<file path="src/pkg/charger_thermal_pkg.sv">
// Constants for the charger thermal-zone configuration registers
// Functional notes
// - Charger input edge restores marked fields, per select
// - Cool register bits 4:3 hold voltage drop
// - Room register bits 2:0 hold current scale
// - Current codes map 0.2..0.8, 111 is 1.0
package charger_thermal_pkg;

    // ------------------------------------------------------------
    // Register offsets
    // ------------------------------------------------------------
    localparam logic [7:0] COOL_ZONE_CFG_ADDR = 8'h15;
    localparam logic [7:0] ROOM_ZONE_CFG_ADDR = 8'h16;

    // ------------------------------------------------------------
    // Field positions
    // ------------------------------------------------------------
    localparam int THM_EN_LSB     = 5;
    localparam int THM_EN_MSB     = 6;
    localparam int VDROP_LSB      = 3;
    localparam int VDROP_MSB      = 4;
    localparam int ISCALE_LSB     = 0;
    localparam int ISCALE_MSB     = 2;

    // ------------------------------------------------------------
    // Values after reset and after a restore
    // ------------------------------------------------------------
    localparam logic [1:0] THM_EN_DEFAULT      = 2'h0;
    localparam logic [1:0] COOL_VDROP_DEFAULT  = 2'h0;
    localparam logic [2:0] COOL_ISCALE_DEFAULT = 3'h7;
    localparam logic [1:0] ROOM_VDROP_DEFAULT  = 2'h3;
    localparam logic [2:0] ROOM_ISCALE_DEFAULT = 3'h7;

    // ------------------------------------------------------------
    // Restore edge selection
    // ------------------------------------------------------------
    localparam logic [1:0] RESTORE_ON_RISE = 2'h1;
    localparam logic [1:0] RESTORE_ON_FALL = 2'h2;

    // ------------------------------------------------------------
    // Decodes
    // ------------------------------------------------------------
    localparam logic [2:0] ISCALE_FULL_CODE  = 3'h7;
    localparam logic [3:0] ISCALE_FULL_TENTH = 4'hA;
    localparam logic [3:0] ISCALE_BASE_TENTH = 4'h2;
    localparam logic [7:0] VDROP_STEP_MV     = 8'h32;

    // Fast-charge multiplier in tenths of the programmed current
    function automatic logic [3:0] current_tenths(input logic [2:0] code);
        current_tenths = (code == ISCALE_FULL_CODE) ? ISCALE_FULL_TENTH
                                                    : ({1'b0, code} + ISCALE_BASE_TENTH);
    endfunction : current_tenths

    // Regulation voltage drop in mV: 00 150, 01 100, 10 50, 11 0
    function automatic logic [7:0] drop_mv(input logic [1:0] code);
        drop_mv = 8'(VDROP_STEP_MV * (2'h3 - code));
    endfunction : drop_mv

endpackage : charger_thermal_pkg

</file>
<file path="src/logic/charger_thermal_zone_config.sv">
// Thermal-zone configuration registers of the battery charger
`timescale 1ns/1ps
module charger_thermal_zone_config (
    // Clock and reset
    input  wire logic       clock,
    input  wire logic       rstn,
    // Register port
    input  wire logic [7:0] reg_addr,
    input  wire logic       reg_wr,
    input  wire logic [7:0] reg_wdata,
    input  wire logic       reg_rd,
    output logic      [7:0] reg_rdata,
    // Charger input and restore option
    input  wire logic       charger_input,
    input  wire logic [1:0] input_valid_select,
    // Configuration outputs
    output logic      [1:0] thermistor_monitor_enable,
    output logic      [1:0] cool_zone_voltage_drop,
    output logic      [2:0] cool_zone_current_scale,
    output logic      [1:0] room_zone_voltage_drop,
    output logic      [2:0] room_zone_current_scale,
    // Decoded settings
    output logic      [3:0] cool_zone_current_tenths,
    output logic      [3:0] room_zone_current_tenths,
    output logic      [7:0] room_zone_drop_mv,
    output logic            defaults_restored
);

    // ------------------------------------------------------------
    // Charger input edges
    // ------------------------------------------------------------
    logic rise;
    logic fall;
    logic restore;

    charger_edge_sync u_edge (
        .clock  (clock),
        .rstn   (rstn),
        .pin_in (charger_input),
        .rise_q (rise),
        .fall_q (fall)
    );

    assign restore = (rise && input_valid_select[0]) ||
                     (fall && input_valid_select[1]);

    logic wr_cool;
    logic wr_room;
    assign wr_cool = reg_wr && (reg_addr == charger_thermal_pkg::COOL_ZONE_CFG_ADDR);
    assign wr_room = reg_wr && (reg_addr == charger_thermal_pkg::ROOM_ZONE_CFG_ADDR);

    // ------------------------------------------------------------
    // Cool-zone register
    // ------------------------------------------------------------
    // Restore beats a write in the same cycle: the plug event is the newer fact
    always_ff @(posedge clock or negedge rstn) begin
        if (!rstn) begin
            thermistor_monitor_enable <= charger_thermal_pkg::THM_EN_DEFAULT;
            cool_zone_voltage_drop    <= charger_thermal_pkg::COOL_VDROP_DEFAULT;
            cool_zone_current_scale   <= charger_thermal_pkg::COOL_ISCALE_DEFAULT;
        end else if (restore) begin
            thermistor_monitor_enable <= charger_thermal_pkg::THM_EN_DEFAULT;
            cool_zone_voltage_drop    <= charger_thermal_pkg::COOL_VDROP_DEFAULT;
            cool_zone_current_scale   <= charger_thermal_pkg::COOL_ISCALE_DEFAULT;
        end else if (wr_cool) begin
            thermistor_monitor_enable <= reg_wdata[charger_thermal_pkg::THM_EN_MSB:charger_thermal_pkg::THM_EN_LSB];
            cool_zone_voltage_drop    <= reg_wdata[charger_thermal_pkg::VDROP_MSB:charger_thermal_pkg::VDROP_LSB];
            cool_zone_current_scale   <= reg_wdata[charger_thermal_pkg::ISCALE_MSB:charger_thermal_pkg::ISCALE_LSB];
        end
    end

    // ------------------------------------------------------------
    // Room-zone register
    // ------------------------------------------------------------
    always_ff @(posedge clock or negedge rstn) begin
        if (!rstn) begin
            room_zone_voltage_drop  <= charger_thermal_pkg::ROOM_VDROP_DEFAULT;
            room_zone_current_scale <= charger_thermal_pkg::ROOM_ISCALE_DEFAULT;
        end else if (restore) begin
            room_zone_voltage_drop  <= charger_thermal_pkg::ROOM_VDROP_DEFAULT;
            room_zone_current_scale <= charger_thermal_pkg::ROOM_ISCALE_DEFAULT;
        end else if (wr_room) begin
            room_zone_voltage_drop  <= reg_wdata[charger_thermal_pkg::VDROP_MSB:charger_thermal_pkg::VDROP_LSB];
            room_zone_current_scale <= reg_wdata[charger_thermal_pkg::ISCALE_MSB:charger_thermal_pkg::ISCALE_LSB];
        end
    end

    // ------------------------------------------------------------
    // Read path
    // ------------------------------------------------------------
    // Unused bits are simply not stored, so they read back as zero
    always_ff @(posedge clock or negedge rstn) begin
        if (!rstn) begin
            reg_rdata <= 8'h00;
        end else if (reg_rd) begin
            unique case (reg_addr)
                charger_thermal_pkg::COOL_ZONE_CFG_ADDR: begin
                    reg_rdata <= {1'b0, thermistor_monitor_enable,
                                  cool_zone_voltage_drop, cool_zone_current_scale};
                end
                charger_thermal_pkg::ROOM_ZONE_CFG_ADDR: begin
                    reg_rdata <= {3'h0, room_zone_voltage_drop, room_zone_current_scale};
                end
                default: begin
                    reg_rdata <= 8'h00;
                end
            endcase
        end
    end

    // ------------------------------------------------------------
    // Decoded settings
    // ------------------------------------------------------------
    // Registered so the analog side sees clean levels, one cycle behind the field
    always_ff @(posedge clock or negedge rstn) begin
        if (!rstn) begin
            cool_zone_current_tenths <= charger_thermal_pkg::ISCALE_FULL_TENTH;
        end else begin
            cool_zone_current_tenths <= charger_thermal_pkg::current_tenths(cool_zone_current_scale);
        end
    end

    always_ff @(posedge clock or negedge rstn) begin
        if (!rstn) begin
            room_zone_current_tenths <= charger_thermal_pkg::ISCALE_FULL_TENTH;
        end else begin
            room_zone_current_tenths <= charger_thermal_pkg::current_tenths(room_zone_current_scale);
        end
    end

    // Room drop only; the cool drop decode is left to the analog side
    always_ff @(posedge clock or negedge rstn) begin
        if (!rstn) begin
            room_zone_drop_mv <= 8'h00;
        end else begin
            room_zone_drop_mv <= charger_thermal_pkg::drop_mv(room_zone_voltage_drop);
        end
    end

    always_ff @(posedge clock or negedge rstn) begin
        if (!rstn) begin
            defaults_restored <= 1'b0;
        end else begin
            defaults_restored <= restore;
        end
    end
endmodule : charger_thermal_zone_config

</file>
<file path="src/logic/charger_edge_sync.sv">
// Synchroniser and edge detector for the charger input pin
`timescale 1ns/1ps
module charger_edge_sync (
    // Clock and reset
    input  wire logic clock,
    input  wire logic rstn,
    // Pin
    input  wire logic pin_in,
    // Edge pulses
    output logic      rise_q,
    output logic      fall_q
);

    logic meta_q;
    logic sync_q;
    logic prev_q;

    // First stage feeds only the second
    always_ff @(posedge clock or negedge rstn) begin
        if (!rstn) begin
            meta_q <= 1'b0;
            sync_q <= 1'b0;
            prev_q <= 1'b0;
        end else begin
            meta_q <= pin_in;
            sync_q <= meta_q;
            prev_q <= sync_q;
        end
    end

    always_ff @(posedge clock or negedge rstn) begin
        if (!rstn) begin
            rise_q <= 1'b0;
            fall_q <= 1'b0;
        end else begin
            rise_q <= sync_q & ~prev_q;
            fall_q <= ~sync_q & prev_q;
        end
    end

endmodule : charger_edge_sync

</file>
<file path="config.mk">
export PLATFORM = sky130hd
export DESIGN_NAME = charger_thermal_zone_config
export DESIGN_NICKNAME = d
export VERILOG_FILES = /design/src/pkg/charger_thermal_pkg.sv /design/src/logic/charger_thermal_zone_config.sv /design/src/logic/charger_edge_sync.sv
export SDC_FILE = /design/constraint.sdc
export NUM_CORES = 1
export LEC_CHECK = 0
export ABC_CLOCK_PERIOD_IN_PS = 2000
export BUFFER_PORTS_ARGS = -buffer_cell sky130_fd_sc_hd__buf_2
export CORE_MARGIN = 4
export CORE_UTILIZATION = 51
export DETAILED_ROUTE_END_ITERATION = 16
export PLACE_DENSITY = 0.83
export SLEW_MARGIN = 20
export SYNTH_ARGS = -nofsm -noshare
export SYNTH_HDL_FRONTEND = slang
export SYNTH_SLANG_ARGS = --single-unit
</file>
<file path="constraint.sdc">
create_clock -name clock -period 2 [get_ports clock]
set_input_delay 0.1 -clock clock [delete_from_list [all_inputs] [get_ports clock]]
set_output_delay 0.1 -clock clock [all_outputs]
set_load 0.02 [all_outputs]
</file>
# ---- Word-level counts from Yosys, hierarchy flattened
# Cells that the tools add are included.
# Widths: inputs -> output; s select.
dict set report totals {
  word_cells 47
  in_bits 23
  reg_bits 41
}
dict set report classes {
  bitwise 4
  n_mux 13
  n_addsub 3
  n_eq_ne 4
  n_mul 1
  n_reduce_logical 7
}
# op count
set ops {}
lappend ops {{$eq 8x5->1 const B} 2}
lappend ops {{$pmux 7 s2} 1}
lappend ops {{$mux 2} 6}
lappend ops {{$mux 3} 4}
lappend ops {{$add 3x2->4 const B} 2}
lappend ops {{$mul 5x8->7 const A} 1}
lappend ops {{$mux 4} 2}
lappend ops {{$eq 3x3->1 const B} 2}
lappend ops {{$logic_and 1x1->1} 4}
lappend ops {{$reduce_bool 2->1} 2}
lappend ops {{$sub 2x2->3 const A} 1}
lappend ops {{$and 1x1->1} 2}
lappend ops {{$not 1->1} 2}
lappend ops {{$logic_or 1x1->1} 1}

# ---- Depth between registers and ports, before layout
# Gate-level depths: netlist of run 1.
dict set report logic_depth {
  depth_word 4
  mapped_depth 5
}

# ---- Modules after synthesis
# A second synthesis of run 1 with hierarchy kept.
dict set report hier_totals {
  hier_cells 122
  area_unflattened_um2 1532.7
}
# mod area_per_inst_um2 cells_per_inst seq_area_each_um2 n_inst
set modules_own_cells {}
lappend modules_own_cells {charger_thermal_zone_config 1392.6 115 840.8 1}
lappend modules_own_cells {charger_edge_sync 140.1 7 125.1 1}

# ---- Worst setup path before layout of run 1
# Ideal clock, no wire load.
dict set report synth_timing {
  kind {register to register}
  from {register u_edge.rise_q}
  to {register room_zone_current_scale[1]}
  n_path_buf 1
  required_ns 1.917
  arrival_ns 1.136
  path_stages_with_launch 6
  path_slack_ns 0.781
  setup_ns 0.083
  cell_sequence {dfrtp_1 -> a22oi_2 -> inv_1 -> buf_2 -> nor2_1 -> mux2i_1}
}
dict set report synth_between {
  elab_chain_cells 3
  elab_cells_between_ends 4
  cone_classes {mux (1); reduce/logical (3)}
}
# item line_no
set synth_lines {}
lappend synth_lines {{start: declaration} charger_edge_sync.sv:10} ;# output logic rise_q,
lappend synth_lines {{start signal: assignment} charger_edge_sync.sv:36} ;# rise_q <= sync_q & ~prev_q;
lappend synth_lines {{$logic_and 1x1->1 *} charger_thermal_zone_config.sv:44} ;# assign restore = (rise && input_valid_select[0]) ||
lappend synth_lines {{$logic_or 1x1->1 *} charger_thermal_zone_config.sv:44}
lappend synth_lines {{via restore} charger_thermal_zone_config.sv:34} ;# logic restore;
lappend synth_lines {{$mux 3 / $reduce_bool 2->1 (equally long branches)} --}
lappend synth_lines {{end signal: assignment} charger_thermal_zone_config.sv:78} ;# room_zone_current_scale <= charger_thermal_pkg::ROOM_ISCALE_DEFAULT;
lappend synth_lines {{end signal: assignment} charger_thermal_zone_config.sv:81} ;# room_zone_current_scale <= charger_thermal_pkg::ROOM_ISCALE_DEFAULT;
lappend synth_lines {{end signal: assignment} charger_thermal_zone_config.sv:84} ;# room_zone_current_scale <= reg_wdata[charger_thermal_pkg::ISCALE_MSB:charger_thermal_pkg::ISCALE_LSB];
lappend synth_lines {{end: declaration} charger_thermal_zone_config.sv:21} ;# output logic [2:0] room_zone_current_scale,
# The timed path passes the listed nets; every way through them passes the cells marked *.
# A chain may end at the register's enable or synchronous reset.

# ---- Worst setup path in the final report of run 1
dict set report layout_timing {
  from {register u_edge.rise_q}
  to {register cool_zone_current_scale[0]}
}
dict set report layout_between {
  elab_chain_cells 3
  elab_cells_between_ends 4
  cone_classes {mux (1); reduce/logical (3)}
}
# item line_no
set layout_lines {}
lappend layout_lines {{$logic_and 1x1->1 *} charger_thermal_zone_config.sv:44}
lappend layout_lines {{$logic_or 1x1->1 *} charger_thermal_zone_config.sv:44}
lappend layout_lines {{$mux 3 / $reduce_bool 2->1 (equally long branches)} --}
lappend layout_lines {{end signal: assignment} charger_thermal_zone_config.sv:60} ;# cool_zone_current_scale <= charger_thermal_pkg::COOL_ISCALE_DEFAULT;
lappend layout_lines {{end signal: assignment} charger_thermal_zone_config.sv:64} ;# cool_zone_current_scale <= charger_thermal_pkg::COOL_ISCALE_DEFAULT;
lappend layout_lines {{end signal: assignment} charger_thermal_zone_config.sv:68} ;# cool_zone_current_scale <= reg_wdata[charger_thermal_pkg::ISCALE_MSB:charger_thermal_pkg::ISCALE_LSB];
lappend layout_lines {{end: declaration} charger_thermal_zone_config.sv:19} ;# output logic [2:0] cool_zone_current_scale,
# Mark *: on every way between the ends. The rest lies on a longest branch, timed or not.

==> results of run 1 <==
metal layers:
layer	global-route usage	wire length (um)	vias up
met3	0.06039	196	7
li1	-	-	535
met4	0.09164	74	0
met1	0.1909	1265	568
met5	0	0	-
met2	0.3162	1697	36
per-stage QoR:
stage            util  instances  area, um2
2_1_floorplan       -        127       1563
4_1_cts        0.6745        217       1908
3_5_place_dp   0.6466        206       1829
5_1_grt        0.6745        217       1908
6_report       0.6745        217       1908
3_3_place_gp   0.6466        206       1829
path summary, 6_finish.rpt:
kind / to / depth (start not counted)
min in group asynchronous: cool_zone_voltage_drop[1] / 2
max in group asynchronous: room_zone_current_tenths[2] / 2
worst max register to register: cool_zone_current_scale[0] / 4
worst min-delay path: cool_zone_voltage_drop[0] / 3
worst max-delay path: cool_zone_current_scale[0] / 4
worst min register to register: u_edge.sync_q / 0
power by group through the flow:
| stage | combinational [W] | clock [W] | sequential [W] |
|---|---|---|---|
| detailed placement | 0.0000914 | 0 | 0.000799 |
| global route | 0.000107 | 0.000418 | 0.000787 |
| finish | 0.0000955 | 0.000368 | 0.000785 |
| global placement | 0.0000879 | 0 | 0.000799 |
| floorplan | 0.0000406 | 0 | 0.000805 |
| CTS | 0.0000966 | 0.000378 | 0.000785 |
tightest hold or removal path: cells and delay by family:
| kind | cells | cell delay (ps) |
|---|---|---|
| buf+inv | 1 | 110 |
| simple gates | 1 | 50 |
| mux | 1 | 60 |
registers in the layout, indices dropped and copies added, names as in the netlist:
register and cells:
cool_zone_current_scale 3, cool_zone_current_tenths 4, cool_zone_voltage_drop 2, defaults_restored 1, reg_rdata 7, room_zone_current_scale 3, room_zone_current_tenths 4, room_zone_drop_mv 5
room_zone_voltage_drop 2, thermistor_monitor_enable 2, u_edge.fall_q 1, u_edge.meta_q 1, u_edge.prev_q 1, u_edge.rise_q 1, u_edge.sync_q 1
area by class of cell:
type,instances,area share
Clock buffer,8,0.02557
Tap cell,31,0.02033
Inverter,4,0.007869
Timing Repair Buffer,59,0.1639
Multi-Input combinational cell,77,0.2761
Sequential cell,38,0.5062
logic make-up after synthesis:
| family | synth area share |
|---|---|
| other cells | 0.002411 |
| simple gates | 0.1705 |
| compound gates | 0.05148 |
| buf+inv | 0.04505 |
| mux | 0.07724 |
| fa+ha+maj | 0.03218 |
| flops | 0.6211 |
cells in the final DEF (no fill, tap or decap), types with 4 or more instances in the layout:
master,count
a211o_1,4
buf_2,55
clkbuf_4,5
dfrtp_1,26
dfstp_2,12
ha_1,4
inv_1,4
mux2i_1,12
nand2_1,15
nor2_1,13
nor2b_1,6
what timing repair did:
action,4_1_cts,5_1_grt
buffers inserted,0,0
hold buffers,3,0
endpoints found under the hold margin,28,0
==> impl_metrics.yaml, run 1 <==
outcome:
  status: "finished, final reports clean"
sta:
  holdWs_ps: 16.30
  setup_tns_ps: 0
  drv_slew: 0
  fmax_mhz: 697.0
  rsz0062_at_grt: "false"
  clock_skew_ps: 5.620
  tightest_slew_ps: 803.7
  slew_headroom: 0.4642
  post-route-period-util: 0.7173
  layout_min_cycle_time_ps: 1435
  hold_viol_final: 0
  setup_viol: 0
  setup_ws_ps: 565.4
synth:
  synth.most_common_cell: "dfrtp_1"
  async_flop_share: 1.000
  synth.area.top_cells: "dfrtp_1, dfstp_2, mux2i_1"
  syn_area_um2: 1555
  yosysSeqAreaShare: 0.6211
  ys_warn_count: 0
  synth_flop_cell: "dfrtp_1"
  synth-edff-count: 0
  synthCells: 125
  synth.distinct_cells: 27
  post_synth.cell_area_avg_um2: 12.44
  synth_commonest_cells: "dfrtp_1, nand2_1, nor2_1"
  synthDominantCellAreaShare: 0.4183
  synth_area_leader_cell: "dfrtp_1"
  synth_seq_cells: 38
finish:
  final_layout_size_suffix_gt1_frac: 0.4140
  n_antenna_cell: 0
  seqCellArea_um2: 965.9
  multi_input_area_um2: 526.8
  syn2layout_area_growth_pct: 22.69
  fill_cells: 221
  nets: 212
placement:
  portBuffers: 55
  post-dp-hpwl_mm: 2.437
  detailedPlace.worstSlack_ps: 534.0
  place.gp.congestion: 0.7741
power:
  combPwrFrac: 0.077
  seqPwrFrac: 0.629
  clkPwrFrac: 0.295
  power_w: 0.001248
  p_switching_w: 0.0002924
  netSwitchingFraction: 0.2342
  leakagePower_nw: 1.065
  powerDensity_nw_per_um2: 654.3
  ir_drop_v: 0.0004850
  internal_power_w: 0.0009560
worst_setup_path:
  critPathBufInv: 1
  cp.arrival_ps: 1690
  reg2reg_slack_ps: 570
  crit_start: "u_edge.rise_q"
  crit_chain: "a22oi_2 -> inv_1 -> nor2_1 -> mux2i_1"
  crit_fanout: 14
  path_delay_family: "flip-flops"
  critical-path-slowest-cell: "dfrtp_1"
  cpPeakStageDelay_ps: 390
  end_kind: "register"
  critPathRequiredTime_ps: 2250
  regToRegStartpoint: "u_edge.rise_q"
  startpoint_type: "register"
  worstSetupPathType: "register to register"
min_path:
  min_from: "reg_wdata[3]"
  hp-class: "input port to register"
global_routing:
  grt_max_degree: 39
  grt_use_total: 0.1798
  grt_overflow: 0
  grt_pass1_wl_mm: 5.444
  grt_pass1_vias: 1168
  antenna_found_initial: 0
floorplanning:
  rows: 19
  die_y_um: 63.22
  io_pins: 60
  start_util: 0.5498
  core_area_um2: 2829
  die_x_um: 63.22
  die-area_um2: 3997
detailed_routing:
  drc_errors: 0
  drt_iter0_drc: 23
  drtAntennaViolNets: 0
  vias: 1146
  dr.pass1.iters: 4
  totalWireLength_mm: 3.234
  vias_per_cell: 5.281
  routedWlPerCell_um: 14.90
clock_network:
  cts_resized: 0
  clock_sinks: 38
  root_buffer: "clkbuf_4"
  cts_tree: "yes"
  cts_buffer_depth: 2
  cts_buffers: 5
  clk_latency_ps: 330
  htree_num_levels: 2
  cts.clk_slew.worst_paths_ps: 100
flow_run:
  cap_violations: 0
No activity file was read; power rests on OpenSTA's default activity.
==> run 2: changes to the inputs <==
--- a/config.mk
+++ b/config.mk
@@ -5,12 +5,12 @@
 export SDC_FILE = /design/constraint.sdc
 export NUM_CORES = 1
 export LEC_CHECK = 0
-export ABC_CLOCK_PERIOD_IN_PS = 2000
+export ABC_CLOCK_PERIOD_IN_PS = 1300
 export BUFFER_PORTS_ARGS = -buffer_cell sky130_fd_sc_hd__buf_2
 export CORE_MARGIN = 4
-export CORE_UTILIZATION = 51
+export CORE_UTILIZATION = 43
 export DETAILED_ROUTE_END_ITERATION = 16
-export PLACE_DENSITY = 0.83
+export PLACE_DENSITY = 0.75
 export SLEW_MARGIN = 20
 export SYNTH_ARGS = -nofsm -noshare
 export SYNTH_HDL_FRONTEND = slang
==> constraint.sdc (replaced) <==
create_clock -name clock -period 1.3 [get_ports clock]
set_input_delay 0.065 -clock clock [delete_from_list [all_inputs] [get_ports clock]]
set_output_delay 0.065 -clock clock [all_outputs]
set_load 0.02 [all_outputs]
==> run 2 against run 1 <==
  * Via count grew 2.4%
  * Highest routed layer unchanged
  * Largest cell class unchanged
  * Cell area grew 7.2%
  * Critical endpoint is now cool_zone_current_scale[0]
  * Clock skew grew 7.9 ps
  * Core utilization shrank 7.6 points
  * Register-to-register slack lost 470 ps
==> impl_metrics.yaml, run 2 (synthesized netlist as in run 1, its figures left out) <==
flow_run:
  cap_violations: 0
finish:
  final_layout_size_suffix_gt1_frac: 0.4352
  largest_reg_flops: 7
  final_util: 0.5989
  final_cell_mix: "buf_2, dfrtp_1, nand2_1"
  nets: 219
  final_area_um2: 2046
  n_antenna_cell: 0
  largest_register: "reg_rdata"
  syn2layout_area_growth_pct: 31.54
  layout_commonest_cell: "buf_2"
  fill_cells: 286
  reg_top3: "reg_rdata x7, room_zone_drop_mv x5"
worst_setup_path:
  end_kind: "output port"
  critPathRequiredTime_ps: 1240
  cpPeakStageDelay_ps: 610
  worstSetupPathType: "register to output port"
  cp.arrival_ps: 1140
  reg2reg_slack_ps: 100
  critical-path-slowest-cell: "dfstp_2"
  crit_chain: "buf_2"
  critPathBufInv: 1
  path_delay_family: "flip-flops"
  startpoint_type: "register"
  crit_fanout: 5
sta:
  post-route-period-util: 0.9270
  drv_slew: 0
  rsz0062_at_grt: "true"
  setup_ws_ps: 94.89
  setup_viol: 0
  layout_min_cycle_time_ps: 1205
  hold_viol_final: 0
  fmax_mhz: 829.8
  clock_skew_ps: 13.49
placement:
  place.gp.congestion: 0.7568
  portBuffers: 55
  detailedPlace.worstSlack_ps: 28.48
  postPlaceCellArea_um2: 1903
  post-dp-hpwl_mm: 2.689
power:
  leakagePower_nw: 1.115
  ir_drop_v: 0.0005626
  powerDensity_nw_per_um2: 1066
clock_network:
  cts_tree: "yes"
  cts_buffers: 5
  htree_num_levels: 2
  clock_sinks: 38
  clk_latency_ps: 350
  post_cts_buffers: 0
  cts_buffer_depth: 2
  root_buffer: "clkbuf_4"
  cts.clk_slew.worst_paths_ps: 120
detailed_routing:
  drtAntennaViolNets: 0
  vias_per_cell: 4.912
  dr.pass1.iters: 4
  drt_iter0_drc: 43
  totalWireLength_mm: 3.475
  vias: 1174
  routedWlPerCell_um: 14.54
  drc_errors: 0
floorplanning:
  core_area_um2: 3416
  start_util: 0.4553
  io_pins: 60
  rows: 21
  die_y_um: 68.14
  die-area_um2: 4643
  die_x_um: 68.14
outcome:
  status: "finished, final reports clean"
global_routing:
  grt_use_total: 0.1582
  grt_max_degree: 21
  antenna_found_initial: 0
  grt_overflow: 0
  grt_pass1_wl_mm: 5.257
  grt_pass1_vias: 1210
min_path:
  hp-class: "input port to register"
## run 2: cell count changes in the layout (fill, tap and decap cells not counted)
cell and change:
clkinvlp_4 +2, clkbuf_1 -3, bufinv_16 +1, buf_4 +2, dlygate4sd3_1 +3, buf_12 +2
## run 2: power breakdown
group	internal (W)	total, W	switching [W]	leakage, nW
Clock	0.000403	0.000803	0.000400	0.0374
Combinational	0.0000701	0.000169	0.0000986	0.599
Sequential	0.00120	0.00121	0.00000791	0.479
## run 2: path summary, 6_finish.rpt
path                                            startpoint                    endpoint  cells past startpoint
worst max-delay path            cool_zone_current_scale[0]  cool_zone_current_scale[0]                      1
worst min-delay path                          reg_wdata[0]  room_zone_current_scale[0]                      3
worst max register to register   room_zone_voltage_drop[1]                reg_rdata[4]                      3
worst min register to register               u_edge.meta_q               u_edge.sync_q                      0
max in group asynchronous                             rstn  room_zone_current_scale[2]                      3
min in group asynchronous                             rstn   cool_zone_voltage_drop[1]                      2
## run 2: routing by layer
metal,wire length [um],global-route usage,vias up,part of all wire
met5,0,0,-,0
met4,70,0.07940,0,0.020
met3,236,0.05419,6,0.068
met2,1833,0.2756,44,0.53
met1,1335,0.1690,573,0.38
li1,-,-,551,-
## run 2: repair_timing
item / in CTS / in global routing
hold buffers: 6 / 0
hold endpoints to repair: 37 / 0
endpoints found under the setup margin: 0 / 4
resized for setup: 0 / 0
## run 2: area by class of cell
type                       count  area, um2  share of cell area
multi-input combinational     77      526.8              0.2575
sequential                    38      965.9              0.4722
tap                           46      57.56             0.02813
inverter                       4      15.01            0.007339
timing repair buffer          66      397.9              0.1945
clock buffer                   5      37.54             0.01835
clock inverter                 3      45.04             0.02202
## run 2: metrics by stage
step	instances	power, W	hold slack, ps	setup TNS (ps)
floorplan	127	0.001301	-230.6	0
global placement	225	0.001377	17.41	0
detailed placement	225	0.001386	25.02	0
CTS	239	0.002192	9.704	0
global route	239	0.002267	20.25	-37.14
finish	239	0.002181	12.13	0
